==> src/rtl/pgl_pkg.sv <==
package pgl_pkg;

  // identifier assignment
  localparam int unsigned ID_FAST = 0;
  localparam int unsigned ID_SYS = 1;
  localparam int unsigned ID_IO_A = 2;
  localparam int unsigned ID_IO_B = 3;
  localparam int unsigned ID_IO_C = 4;
  localparam int unsigned ID_ADC = 5;
  localparam int unsigned ID_USART0 = 6;
  localparam int unsigned ID_USART1 = 7;
  localparam int unsigned ID_USART2 = 8;
  localparam int unsigned ID_CARD = 9;
  localparam int unsigned ID_USB_DEV = 10;
  localparam int unsigned ID_TWI0 = 11;
  localparam int unsigned ID_SPI0 = 12;
  localparam int unsigned ID_SPI1 = 13;
  localparam int unsigned ID_SYNC_SER = 14;
  localparam int unsigned ID_RSVD0 = 15;
  localparam int unsigned ID_RSVD1 = 16;
  localparam int unsigned ID_TC0 = 17;
  localparam int unsigned ID_USB_HOST = 20;
  localparam int unsigned ID_ETH = 21;
  localparam int unsigned ID_IMG = 22;
  localparam int unsigned ID_USART3 = 23;
  localparam int unsigned ID_TWI1 = 25;
  localparam int unsigned ID_TC3 = 26;
  localparam int unsigned ID_EXT0 = 29;

  localparam int unsigned NUM_ID = 32;
  localparam int unsigned NUM_SYS_SRC = 8;
  localparam int unsigned NUM_EXT = 3;
  localparam int unsigned NUM_IO_CTRL = 3;
  localparam int unsigned IO_LINES = 32;

  // bits whose clock cannot be set or cleared by software
  localparam logic [31:0] CLK_LOCKED_MASK = 32'hE011_8023;
  // positions with no peripheral behind them
  localparam logic [31:0] ID_RESERVED_MASK = 32'h0001_8000;

  // peripheral user interface window
  localparam logic [31:0] PERIPH_BASE = 32'hFFFA_0000;
  localparam logic [31:0] PERIPH_LAST = 32'hFFFC_FFFF;
  localparam int unsigned PERIPH_WIN_BITS = 14;
  localparam int unsigned PERIPH_SLOT_W = 4;

  // register offsets
  localparam logic [7:0] OFF_CLK_SET = 8'h00;
  localparam logic [7:0] OFF_CLK_CLR = 8'h04;
  localparam logic [7:0] OFF_CLK_STAT = 8'h08;
  localparam logic [7:0] OFF_IRQ_VEC = 8'h0C;
  localparam logic [7:0] OFF_EVT_STS = 8'h10;
  localparam logic [7:0] OFF_EVT_MASK = 8'h14;
  localparam logic [7:0] OFF_IO_BASE = 8'h20;
  localparam logic [7:0] OFF_IO_STRIDE = 8'h20;
  localparam logic [7:0] OFF_IO_END = 8'h80;

  // offsets inside one io controller block
  localparam logic [4:0] IO_PERIPH_EN = 5'h00;
  localparam logic [4:0] IO_PERIPH_DIS = 5'h04;
  localparam logic [4:0] IO_PSEL_STAT = 5'h08;
  localparam logic [4:0] IO_AB_SEL = 5'h0C;
  localparam logic [4:0] IO_PULL_EN = 5'h10;
  localparam logic [4:0] IO_PULL_DIS = 5'h14;
  localparam logic [4:0] IO_PULL_STAT = 5'h18;
  localparam logic [4:0] IO_PIN_LVL = 5'h1C;

  // event status bit positions
  localparam int unsigned EVT_ADC_DONE = 0;
  localparam int unsigned EVT_LOCKED_WR = 1;
  localparam int unsigned EVT_DEC_MISS = 2;
  localparam int unsigned NUM_EVT = 3;

  // reset values
  localparam logic [31:0] RST_CLK_EN = 32'h0000_0000;
  localparam logic [31:0] RST_PSEL = 32'h0000_0000;
  localparam logic [31:0] RST_AB_SEL = 32'h0000_0000;
  localparam logic [31:0] RST_PULL = 32'hFFFF_FFFF;
  localparam logic [2:0] RST_EVT_MASK = 3'h0;

endpackage

==> src/rtl/pgl_glue.sv <==
// Functional notes
// - decode 0xFFFA0000-0xFFFCFFFF, one 16-Kbyte window per peripheral
// - identifier is both interrupt index and clock-enable bit position
// - identifiers fixed: fast 0, system 1, io 2-4, ..., external 29-31
// - clock set/clear at locked positions changes no clock
// - converter clock starts by itself on first conversion request
// - in sleep mode converter clock stops after each conversion
// - source 1 is the OR of eight system unit interrupts
// - clocks of system interrupt units always run
// - identifier 1 has interrupt meaning only, no clock control
// - fast and external lines own identifiers, never clock gated
// - three io controllers of up to 32 lines each
// - each line is io or peripheral function a or b
// - io-reset line is pulled-up input, status bit reads 0
// - function-reset line driven by that function, status bit 1
// - function-reset lines also pulled up after reset
// - output-only functions may appear on several lines
`timescale 1ns/1ps
module pgl_glue
  import pgl_pkg::*;
#(
  parameter logic [31:0] IO_A_RESET_PSEL = pgl_pkg::RST_PSEL,
  parameter logic [31:0] IO_B_RESET_PSEL = pgl_pkg::RST_PSEL,
  parameter logic [31:0] IO_C_RESET_PSEL = pgl_pkg::RST_PSEL
) (
  // clock, reset, enable
  input wire logic pclk,
  input wire logic presetn,
  input wire logic ce,
  // apb slave
  input wire logic psel,
  input wire logic penable,
  input wire logic pwrite,
  input wire logic [31:0] paddr,
  input wire logic [31:0] pwdata,
  output logic [31:0] prdata,
  output logic pready,
  output logic pslverr,
  // peripheral window decode
  input wire logic [31:0] dec_addr,
  output logic dec_hit,
  output logic [pgl_pkg::PERIPH_SLOT_W-1:0] dec_slot,
  // interrupt sources
  input wire logic [31:0] periph_irq,
  input wire logic [pgl_pkg::NUM_SYS_SRC-1:0] sys_unit_irq,
  input wire logic fast_interrupt_line,
  input wire logic [pgl_pkg::NUM_EXT-1:0] ext_interrupt,
  output logic [31:0] irq_vec,
  output logic irq,
  // clock control
  output logic [31:0] periph_clk_en,
  output logic sys_unit_clk_en,
  // converter clock handling
  input wire logic adc_conv_req,
  input wire logic adc_conv_done,
  input wire logic adc_sleep,
  // io controllers a, b, c flattened by controller
  input wire logic [95:0] fa_out,
  input wire logic [95:0] fa_oe,
  input wire logic [95:0] fb_out,
  input wire logic [95:0] fb_oe,
  output logic [95:0] line_in,
  input wire logic [95:0] pad_in,
  output logic [95:0] pad_out,
  output logic [95:0] pad_oe,
  output logic [95:0] pad_pull
);

  import pgl_pkg::*;

  // window check and slot number from address
  function automatic logic in_window(input logic [31:0] a);
    in_window = (a >= PERIPH_BASE) && (a <= PERIPH_LAST);
  endfunction

  function automatic logic [PERIPH_SLOT_W-1:0] slot_of(input logic [31:0] a);
    logic [31:0] d;
    d = a - PERIPH_BASE;
    slot_of = d[PERIPH_WIN_BITS +: PERIPH_SLOT_W];
  endfunction

  logic [31:0] clk_en_q;
  logic adc_clk_q;
  logic [31:0] vec_q;
  logic [NUM_EVT-1:0] evt_sts_q;
  logic [NUM_EVT-1:0] evt_mask_q;
  logic dec_hit_q;
  logic [PERIPH_SLOT_W-1:0] dec_slot_q;
  logic dec_miss_ev;
  logic [3:0] x1_q, x2_q, x3_q, xl_q;
  logic [31:0] io_psel [NUM_IO_CTRL];
  logic [31:0] io_ab [NUM_IO_CTRL];
  logic [31:0] io_pull [NUM_IO_CTRL];
  logic [31:0] io_lvl [NUM_IO_CTRL];
  logic [NUM_IO_CTRL-1:0] io_wr;
  logic acc;
  logic wr;
  logic [7:0] off;
  logic io_range;
  logic [7:0] io_rel;
  logic [1:0] io_idx;
  logic [4:0] io_off;
  logic mapped;
  logic [31:0] rd_d;
  logic [31:0] locked_hit;
  logic sys_or;

  // zero-wait apb: every access completes in its first access cycle
  assign acc = psel & penable;
  assign wr = acc & pwrite & ce;
  assign off = paddr[7:0];
  assign io_range = (off >= OFF_IO_BASE) && (off < OFF_IO_END);
  assign io_rel = off - OFF_IO_BASE;
  assign io_idx = io_rel[6:5];
  assign io_off = io_rel[4:0];
  assign mapped = (paddr[31:8] == 24'h00_0000) && (paddr[1:0] == 2'h0) &&
                  (io_range || off <= OFF_EVT_MASK);
  assign pready = 1'b1;
  assign pslverr = acc & ~mapped;
  assign locked_hit = pwdata & CLK_LOCKED_MASK;

  // only gateable positions follow set and clear writes
  // position 1 stays out of the clock enables
  // fast and external positions never gain a clock
  always_ff @(posedge pclk or negedge presetn) begin
    if (!presetn) begin
      clk_en_q <= RST_CLK_EN;
    end else if (wr && mapped && off == OFF_CLK_SET) begin
      clk_en_q <= clk_en_q | (pwdata & ~CLK_LOCKED_MASK);
    end else if (wr && mapped && off == OFF_CLK_CLR) begin
      clk_en_q <= clk_en_q & ~(pwdata & ~CLK_LOCKED_MASK);
    end
  end

  // converter clock starts on a request
  // sleep mode stops it after the conversion ends
  always_ff @(posedge pclk or negedge presetn) begin
    if (!presetn) begin
      adc_clk_q <= 1'b0;
    end else if (ce) begin
      if (adc_conv_req) begin
        adc_clk_q <= 1'b1;
      end else if (adc_conv_done && adc_sleep) begin
        adc_clk_q <= 1'b0;
      end
    end
  end

  // enables indexed by identifier, converter bit self-driven
  always_comb begin
    periph_clk_en = clk_en_q;
    periph_clk_en[ID_ADC] = adc_clk_q;
  end

  // system interrupt units run regardless of any setting
  assign sys_unit_clk_en = 1'b1;

  // external fast and interrupt pins pass three flops
  always_ff @(posedge pclk or negedge presetn) begin
    if (!presetn) begin
      x1_q <= 4'h0;
      x2_q <= 4'h0;
      x3_q <= 4'h0;
      xl_q <= 4'h0;
    end else if (ce) begin
      x1_q <= {ext_interrupt, fast_interrupt_line};
      x2_q <= x1_q;
      x3_q <= x2_q;
      xl_q <= (x2_q & ~(x2_q ^ x3_q)) | (xl_q & (x2_q ^ x3_q));
    end
  end

  // source 1 ORs the eight system unit lines
  assign sys_or = |sys_unit_irq;

  always_ff @(posedge pclk or negedge presetn) begin
    if (!presetn) begin
      vec_q <= 32'h0000_0000;
    end else if (ce) begin
      vec_q <= periph_irq & ~ID_RESERVED_MASK & ~CLK_LOCKED_MASK;
      vec_q[ID_ADC] <= periph_irq[ID_ADC];
      vec_q[ID_USB_HOST] <= periph_irq[ID_USB_HOST];
      vec_q[ID_FAST] <= xl_q[0];
      vec_q[ID_SYS] <= sys_or;
      vec_q[ID_EXT0 +: NUM_EXT] <= xl_q[3:1];
    end
  end
  assign irq_vec = vec_q;

  always_ff @(posedge pclk or negedge presetn) begin
    if (!presetn) begin
      dec_hit_q <= 1'b0;
      dec_slot_q <= '0;
    end else if (ce) begin
      dec_hit_q <= in_window(dec_addr);
      dec_slot_q <= in_window(dec_addr) ? slot_of(dec_addr) : '0;
    end
  end
  assign dec_hit = dec_hit_q;
  assign dec_slot = dec_slot_q;

  // a miss is an address in the top region outside the window
  assign dec_miss_ev = (dec_addr[31:28] == 4'hF) && !in_window(dec_addr);

  // sticky events, a new event wins over a same-cycle clear
  always_ff @(posedge pclk or negedge presetn) begin
    if (!presetn) begin
      evt_sts_q <= '0;
    end else if (ce) begin
      evt_sts_q[EVT_ADC_DONE] <= adc_conv_done |
        (evt_sts_q[EVT_ADC_DONE] &
         ~(wr && mapped && off == OFF_EVT_STS && pwdata[EVT_ADC_DONE]));
      evt_sts_q[EVT_LOCKED_WR] <=
        (wr && mapped && (off == OFF_CLK_SET || off == OFF_CLK_CLR) &&
         |locked_hit) |
        (evt_sts_q[EVT_LOCKED_WR] &
         ~(wr && mapped && off == OFF_EVT_STS && pwdata[EVT_LOCKED_WR]));
      evt_sts_q[EVT_DEC_MISS] <= dec_miss_ev |
        (evt_sts_q[EVT_DEC_MISS] &
         ~(wr && mapped && off == OFF_EVT_STS && pwdata[EVT_DEC_MISS]));
    end
  end

  always_ff @(posedge pclk or negedge presetn) begin
    if (!presetn) begin
      evt_mask_q <= RST_EVT_MASK;
    end else if (wr && mapped && off == OFF_EVT_MASK) begin
      evt_mask_q <= pwdata[NUM_EVT-1:0];
    end
  end

  assign irq = |(evt_sts_q & evt_mask_q);

  // three io controllers of 32 lines
  localparam logic [95:0] IO_RESET_PSEL =
    {IO_C_RESET_PSEL, IO_B_RESET_PSEL, IO_A_RESET_PSEL};

  genvar k;
  generate
    for (k = 0; k < NUM_IO_CTRL; k++) begin : g_io
      assign io_wr[k] = wr && mapped && io_range && io_idx == 2'(k);
      pgl_io_ctrl #(
        .LINES(IO_LINES),
        .RESET_PSEL(IO_RESET_PSEL[k*32 +: 32]),
        .RESET_AB(RST_AB_SEL)
      ) u_io (
        .pclk(pclk),
        .presetn(presetn),
        .ce(ce),
        .wr_en(io_wr[k]),
        .wr_off(io_off),
        .wdata(pwdata),
        .psel_stat(io_psel[k]),
        .ab_stat(io_ab[k]),
        .pull_stat(io_pull[k]),
        .pin_lvl(io_lvl[k]),
        .fa_out(fa_out[k*32 +: 32]),
        .fa_oe(fa_oe[k*32 +: 32]),
        .fb_out(fb_out[k*32 +: 32]),
        .fb_oe(fb_oe[k*32 +: 32]),
        .line_in(line_in[k*32 +: 32]),
        .pad_in(pad_in[k*32 +: 32]),
        .pad_out(pad_out[k*32 +: 32]),
        .pad_oe(pad_oe[k*32 +: 32]),
        .pad_pull(pad_pull[k*32 +: 32])
      );
    end
  endgenerate

  // read mux
  always_comb begin
    rd_d = 32'h0000_0000;
    if (io_range && io_idx < 2'(NUM_IO_CTRL)) begin
      unique case (io_off)
        IO_PSEL_STAT: rd_d = io_psel[io_idx];
        IO_AB_SEL: rd_d = io_ab[io_idx];
        IO_PULL_STAT: rd_d = io_pull[io_idx];
        IO_PIN_LVL: rd_d = io_lvl[io_idx];
        default: rd_d = 32'h0000_0000;
      endcase
    end else begin
      unique case (off)
        OFF_CLK_STAT: rd_d = periph_clk_en;
        OFF_IRQ_VEC: rd_d = vec_q;
        OFF_EVT_STS: rd_d = 32'(evt_sts_q);
        OFF_EVT_MASK: rd_d = 32'(evt_mask_q);
        default: rd_d = 32'h0000_0000;
      endcase
    end
  end

  // read data registered at setup so it is stable in the access cycle
  always_ff @(posedge pclk or negedge presetn) begin
    if (!presetn) begin
      prdata <= 32'h0000_0000;
    end else if (ce && psel && !penable && !pwrite) begin
      prdata <= mapped ? rd_d : 32'h0000_0000;
    end
  end

endmodule

==> src/rtl/pgl_io_ctrl.sv <==
`timescale 1ns/1ps
module pgl_io_ctrl
  import pgl_pkg::*;
#(
  parameter int unsigned LINES = pgl_pkg::IO_LINES,
  parameter logic [31:0] RESET_PSEL = pgl_pkg::RST_PSEL,
  parameter logic [31:0] RESET_AB = pgl_pkg::RST_AB_SEL
) (
  // clock and reset
  input wire logic pclk,
  input wire logic presetn,
  input wire logic ce,
  // register access
  input wire logic wr_en,
  input wire logic [4:0] wr_off,
  input wire logic [31:0] wdata,
  output logic [31:0] psel_stat,
  output logic [31:0] ab_stat,
  output logic [31:0] pull_stat,
  output logic [31:0] pin_lvl,
  // peripheral side
  input wire logic [LINES-1:0] fa_out,
  input wire logic [LINES-1:0] fa_oe,
  input wire logic [LINES-1:0] fb_out,
  input wire logic [LINES-1:0] fb_oe,
  output logic [LINES-1:0] line_in,
  // pads
  input wire logic [LINES-1:0] pad_in,
  output logic [LINES-1:0] pad_out,
  output logic [LINES-1:0] pad_oe,
  output logic [LINES-1:0] pad_pull
);

  import pgl_pkg::*;

  logic [LINES-1:0] psel_q;
  logic [LINES-1:0] ab_q;
  logic [LINES-1:0] pull_q;
  logic [LINES-1:0] s1_q, s2_q, s3_q, lvl_q;

  // reset as io input, status low, pulled up
  // reset-named lines come up in peripheral mode
  always_ff @(posedge pclk or negedge presetn) begin
    if (!presetn) begin
      psel_q <= RESET_PSEL[LINES-1:0];
    end else if (ce && wr_en && wr_off == IO_PERIPH_EN) begin
      psel_q <= psel_q | wdata[LINES-1:0];
    end else if (ce && wr_en && wr_off == IO_PERIPH_DIS) begin
      psel_q <= psel_q & ~wdata[LINES-1:0];
    end
  end

  // choice of function a or b
  always_ff @(posedge pclk or negedge presetn) begin
    if (!presetn) begin
      ab_q <= RESET_AB[LINES-1:0];
    end else if (ce && wr_en && wr_off == IO_AB_SEL) begin
      ab_q <= wdata[LINES-1:0];
    end
  end

  // pull-up on after reset for every line
  always_ff @(posedge pclk or negedge presetn) begin
    if (!presetn) begin
      pull_q <= RST_PULL[LINES-1:0];
    end else if (ce && wr_en && wr_off == IO_PULL_EN) begin
      pull_q <= pull_q | wdata[LINES-1:0];
    end else if (ce && wr_en && wr_off == IO_PULL_DIS) begin
      pull_q <= pull_q & ~wdata[LINES-1:0];
    end
  end

  // pad level synchroniser, accepted once stages two and three agree
  always_ff @(posedge pclk or negedge presetn) begin
    if (!presetn) begin
      s1_q <= '0;
      s2_q <= '0;
      s3_q <= '0;
      lvl_q <= '0;
    end else if (ce) begin
      s1_q <= pad_in;
      s2_q <= s1_q;
      s3_q <= s2_q;
      lvl_q <= (s2_q & ~(s2_q ^ s3_q)) | (lvl_q & (s2_q ^ s3_q));
    end
  end

  // pad mux, io mode leaves the line as input
  // same peripheral output may feed several lines
  genvar i;
  generate
    for (i = 0; i < LINES; i++) begin : g_line
      assign pad_out[i] = ab_q[i] ? fb_out[i] : fa_out[i];
      assign pad_oe[i] = psel_q[i] & (ab_q[i] ? fb_oe[i] : fa_oe[i]);
    end
  endgenerate

  assign pad_pull = pull_q;
  assign line_in = lvl_q;
  assign psel_stat = 32'(psel_q);
  assign ab_stat = 32'(ab_q);
  assign pull_stat = 32'(pull_q);
  assign pin_lvl = 32'(lvl_q);

endmodule

==> config.mk <==
export PLATFORM = sky130hd
export DESIGN_NAME = pgl_glue
export DESIGN_NICKNAME = d
export VERILOG_FILES = /design/src/rtl/pgl_pkg.sv /design/src/rtl/pgl_glue.sv /design/src/rtl/pgl_io_ctrl.sv
export SDC_FILE = /design/constraint.sdc
export NUM_CORES = 2
export LEC_CHECK = 0
export BUFFER_PORTS_ARGS = -buffer_cell sky130_fd_sc_hd__buf_2
export CORE_AREA = 3 3 432 434
export DETAILED_ROUTE_END_ITERATION = 10
export DIE_AREA = 0 0 435 437
export PLACE_DENSITY_LB_ADDON = 0.2
export SETUP_SLACK_MARGIN = 0.5
export SLEW_MARGIN = 20
export SYNTH_ARGS = -nofsm -noshare
export SYNTH_HDL_FRONTEND = slang
export SYNTH_SLANG_ARGS = --single-unit
==> constraint.sdc <==
create_clock -name pclk -period 1.8 [get_ports pclk]
set_input_delay 0.09 -clock pclk [delete_from_list [all_inputs] [get_ports pclk]]
set_output_delay 0.09 -clock pclk [all_outputs]
set_load 0.005 [all_outputs]
After elaboration in Yosys (flattened, before gate mapping). Cells that the tools add are included.

Register bits after elaboration: 794. Input port bits: 629. Output and inout port bits: 489. Logic and storage cells: 494.

Add/subtract/negate cells: 2. Magnitude comparators: 7. Equality and inequality tests: 15. Multiplexer cells: 225. Bitwise logic cells: 148. Reductions and logical operators: 64.

Operator list (count): 2-to-1 mux 32 bit (24); AND 32 bit (13); bitwise OR 32 bit (9); binary-select mux 32 bit (select 2 bit) (4); case mux 32 bit (4 select lines) (2); 2-to-1 mux 1 bit (194); inverter 32 bit (4); AND 1 bit (103); bitwise XOR 32 bit (3); logical AND 1 bit (42); greater-or-equal comparator 32 bit, second input constant (1); <= comparator 32 bit, second input constant (1); inverter 29 -> 32 bit (1); bitwise OR 32 x 29 -> 32 bit (1); zero test 24 bit (1); equality test 5 bit, second input constant (4); subtractor 18 bit, second input constant (1); equality test 8 x 4 -> 1 bit, second input constant (2); equality test 8 x 5 -> 1 bit, second input constant (2); nonzero test 2 bit (8); equality test 5 x 4 -> 1 bit, second input constant (2); OR reduction 9 bit (1); AND 4 bit (2); equality test 8 x 3 -> 1 bit, second input constant (1); other kinds (26) (35).

Depth between registers and ports, before layout.
Depth in word-level cells: 11. Depth in mapped cells: 14. Depth with buffers taken out: 7.

By module. Synthesis repeated with hierarchy kept, for this count alone.

Cell total of the unflattened synthesis: 3542. Area, all modules: 40531.4 sq um.

Modules (own cells, without submodules): pgl_io_ctrl (g_io[1].u_io ...) (times used 2, cells each 881, area each 10606.4 sq um, sequential area each 5645.4 sq um); pgl_io_ctrl (g_io[0].u_io) (times used 1, cells each 881, area each 10598.9 sq um, sequential area each 5645.4 sq um); pgl_glue (times used 1, cells each 899, area each 8719.6 sq um, sequential area each 2827.7 sq um).

Worst setup path before layout. No wires, ideal clock.

Kind: input to register. Start point: in paddr[5]. End point: reg prdata[19]. Data arrival time: 2.559 ns. Path slack: -0.880 ns. Stages: 13. Path buffers: 6. Path through: clkbuf_1 inv_1 clkbuf_1 ha_1 buf_4 buf_4 buf_2 buf_4 mux2i_1 nor2_1 a2111oi_0 a21o_1 a2bb2oi_1.

Cells in the longest elaborated chain, start to end: 8.

Ends and longest elaborated chain: start, declared (line pgl_glue.sv:34) `input wire logic [31:0] paddr,`; subtractor 7 x 6 -> 7 bit (line pgl_glue.sv:113) `assign io_rel = off - OFF_IO_BASE;`; inverter 2 -> 3 bit (implied by the code); binary-select mux 32 bit (select 2 bit), on equally long branches; 2-to-1 mux 32 bit, on equally long branches (2 in series); case mux 32 bit (4 select lines) (line pgl_glue.sv:274) `unique case (io_off)`; 2-to-1 mux 32 bit (line pgl_glue.sv:273) `if (io_range && io_idx < 2'(NUM_IO_CTRL)) begin`; 2-to-1 mux 32 bit * (line pgl_glue.sv:297) `prdata <= mapped ? rd_d : 32'h0000_0000;`; end signal, assigned (line pgl_glue.sv:297); end, declared (line pgl_glue.sv:36) `output logic [31:0] prdata,`.

Every way passes the cells marked *; elsewhere a longest branch is shown, timed or not. The select of a mux whose other input is x is not followed. A chain may end at the register's enable or synchronous reset.

Worst setup path in the final report.
Start point: reg evt_mask_q[2]. End point: out irq.

Cells in the longest elaborated chain, start to end: 2.

Ends and longest elaborated chain: start, declared (line pgl_glue.sv:86) `logic [NUM_EVT-1:0] evt_mask_q;`; start signal, assigned (line pgl_glue.sv:228) `evt_mask_q <= pwdata[NUM_EVT-1:0];`; AND 3 bit (line pgl_glue.sv:232) `assign irq = |(evt_sts_q & evt_mask_q);`; OR reduction 3 bit (line pgl_glue.sv:232); end, declared (line pgl_glue.sv:49) `output logic irq,`.

Every way passes these cells.

==> reports/qor.txt <==
outcome: finished with violations
violated checks: negative setup slack
Syn Inst Count: 3275
critical path cell sequence: a222oi_1, inv_1, buf_4
Seq/Total Area, Yosys: 52.58%
reg2reg end: prdata[12]
RSZ-0062 raised after global routing: yes
M2 GR Usage: 43.29%
core area: 183100 µm²
pin count of the biggest net entering global routing: 132
initial antenna violation count: 25
CP startpoint kind: register
top post-synthesis cells by area: dfrtp_1, mux2_2, dfstp_2
Worst Reg-to-Reg Cells: 6
Tmin final: 2.153 ns
Tcrit/Tclk final: 119.6%
Slew HR: 51.70%
clk root buf: clkbuf_16
worst path bufs/invs: 2
total gr overflow: 0
Inserted Clock Buffers: 98
CP top delay family: compound AO/OA/AOI/OAI gates
Setup-failing EPs final: 22
clk sinks: 785
Slew Limit Fails: 0
cell area power density: 912.6 nW/µm²
post-synthesis instance area: 37590 µm²
slowest stage delay, CP: 0.64 ns
clk buf depth: 3
Area growth syn-to-layout: 61.41%
area leader, netlist: dfrtp_1
vias per cell: 4.591
post-synthesis async set-or-reset flop share: 100.0%
Filler cells: 18820
Inst Count DP: 7005
Final Routed Wirelength: 230300 µm
first-pass GRT wire length: 307900 µm
Global Route Usage Sum: 23.35%
die width: 435 µm
Initial Util: 20.53%
num ports: 1118
row cnt: 157
Port-buffer cells: 1084
Synth Area in Compound Gates: 15.98%
Setup Crit Path Kind: reg2out
nets: 5734
Max rail drop VDD: 0.0006757 V
worst-path fanout max: 2
GPL Wtd Cong: 0.9359
max_cap viols: 0
maximum level of the CTS H-tree: 3
1st-iter DRT viols: 2179
Post-Synth Simple-Gate Area: 6.401%
Synth Area in XOR/XNOR: 0%
synth warn: 0
fmax: 0.4645 GHz
Yosys top cell area share: 45.87%
drt pass-1 iters: 9
Crit. End Element: output pin
die area: 190100 µm²
Post-synth top flop: dfrtp_1
adder-cell area share of the yosys netlist: 0.1332%
Syn Area/Cell: 11.48 µm²
worst clock skew: 0.05206 ns
number of synthesized flops with an enable pin: 0
slowest CP cell: a222oi_1
Least-Margin Pin Slew: 0.7246 ns
non-filler cells, final: 7659
Clock transition at path regs: 0.06 ns
largest family of logic cells by synthesized area: multiplexers
layout cell share with drive strength beyond 1: 54.53%
DP HPWL: 185600 µm
Avg WL per Cell: 30.07 µm
DRC violations left: 0
#FFs+latches synth: 785
Hold Vio Cnt, Final: 0
mux share of post-synthesis cell area: 20.81%
required time worst endpoint: 1.71 ns
CTS tree: done
Fin Hold WS: 0.002788 ns
setup slack, reg-to-reg: 0 ns
RR Startpoint: g_io[2].u_io.ab_stat[12]
Die H: 437 µm
Worst-Skew Late Latency: 0.76 ns
critical path arrival: 2.06 ns
Pleak: 0.02707 µW
total number of vias: 35160
number of global-route vias before repair: 35270
final worst slack: -0.3526 ns
Yosys cell types: 70
met3 usage: 3.938%
Final ANT Viol Nets: 0
Hold WC Path Type: in2async
busiest grt layer: met2
grt met1 use: 27.05%
placed cells by master (no fill, tap or decap), types with 12 or more instances in the layout:
master         instances
mux4_2                24
buf_8                 13
buf_12                85
nand2_1              176
dfrtp_1              553
diode_2               13
buf_2                797
nand3_1               12
mux2_2               295
o21ai_0              444
a21oi_1              127
clkinv_2              17
conb_1                12
nand2_2               21
a22oi_1               20
dfrtp_2              136
o21ai_1               39
mux2i_1              149
a22o_1                13
a2111oi_4             13
and3_1                31
o31ai_1              199
nor2b_1               91
mux2_4               206
clkbuf_16            100
buf_6                371
dfstp_2               96
buf_4                490
a32oi_1               18
clkbuf_8              16
clkbuf_1              24
dlygate4sd3_1        190
nor2_1                29
nand4_1               12
nor4_4                12
inv_1                109
cell type report:
| cell class | instances | area (µm²) | share of cell area, % |
|---|---|---|---|
| Timing Repair Buffer | 1953 | 15740 | 25.94 |
| Sequential cell | 785 | 19930 | 32.86 |
| Antenna cell | 13 | 32.53 | 0.05362 |
| Clock inverter | 42 | 561.8 | 0.9260 |
| Multi-Input combinational cell | 2151 | 18100 | 29.84 |
| Clock buffer | 139 | 2788 | 4.595 |
| Tap cell | 2464 | 3083 | 5.082 |
| Inverter | 112 | 430.4 | 0.7095 |
worst max path at each step:
stage,cells past startpoint,end,startpoint
after CTS,3,irq,evt_sts_q[1]
after floorplan,13,prdata[21],paddr[5]
after detailed placement,11,prdata[13],paddr[6]
after global routing,3,irq,evt_mask_q[2]
after global placement,10,prdata[13],paddr[6]
final,3,irq,evt_mask_q[2]
power by group:
group / switching (µW) / total, µW / internal (µW)
clock: 8720 / 20900 / 12200
sequential: 2470 / 22200 / 19700
combinational: 5860 / 12300 / 6410
total: 17100 / 55400 / 38300
logic make-up (layout without fill, tap and decap cells):
family,count (synthesis),in the layout
compound gates,985,985
buf+inv,349,2246
flops,785,785
fa+ha+maj,4,4
other cells,2,25
mux,689,689
simple gates,461,461
stage by stage:
stage	total power [µW]	util, %	setup WS [ns]	TNS, ns	cell area (µm²)
6_report	55360	33.14	-0.3526	-0.9954	60670
5_1_grt	57770	33.13	-0.3583	-5.005	60650
3_3_place_gp	31270	27.18	-0.7757	-80.22	49750
2_1_floorplan	24510	-	-0.3270	-7.365	38710
4_1_cts	54750	32.09	-0.3742	-6.178	58750
3_5_place_dp	31420	27.18	-0.8071	-85.48	49750
worst reg2reg max path, stage by stage (launching register included):
cell,delay (ns)
dfrtp_1,0.39
buf_4,0.15
mux4_2,0.48
a2111oi_4,0.30
buf_4,0.16
a311o_1,0.13
a22oi_1,0.09
timing repair:
action                     in CTS  in global routing
setup endpoints to repair     537               1503
hold endpoints to repair     1182                  4
hold buffers                  187                 12
pin swaps                      34                 34
gates cloned                    0                  1
resized for setup             626                314
setup buffers                 168                 93
cell usage after synthesis, types with 13 or more instances:
cell and number:
dfrtp_1 689, mux2_2 493, o21ai_0 487, o31ai_1 202
nand2_1 197, mux2i_1 164, clkbuf_1 150, a21oi_1 134
inv_1 112, nor2b_1 98, dfstp_2 96, buf_2 37
and3_1 35, nor2_1 35, mux4_2 24, a22oi_1 21
buf_4 21, a32oi_1 19, nand3_1 17, a2111oi_0 16
nor3_1 15, buf_1 14, a22o_1 13
per-layer routing:
layer  wire [µm]  up-vias
met3       11660      272
met2      119700     1062
li1            -    15760
met1       89230    18070
met5          27        -
met4        9680        4
No activity file was read; power rests on OpenSTA's default activity.
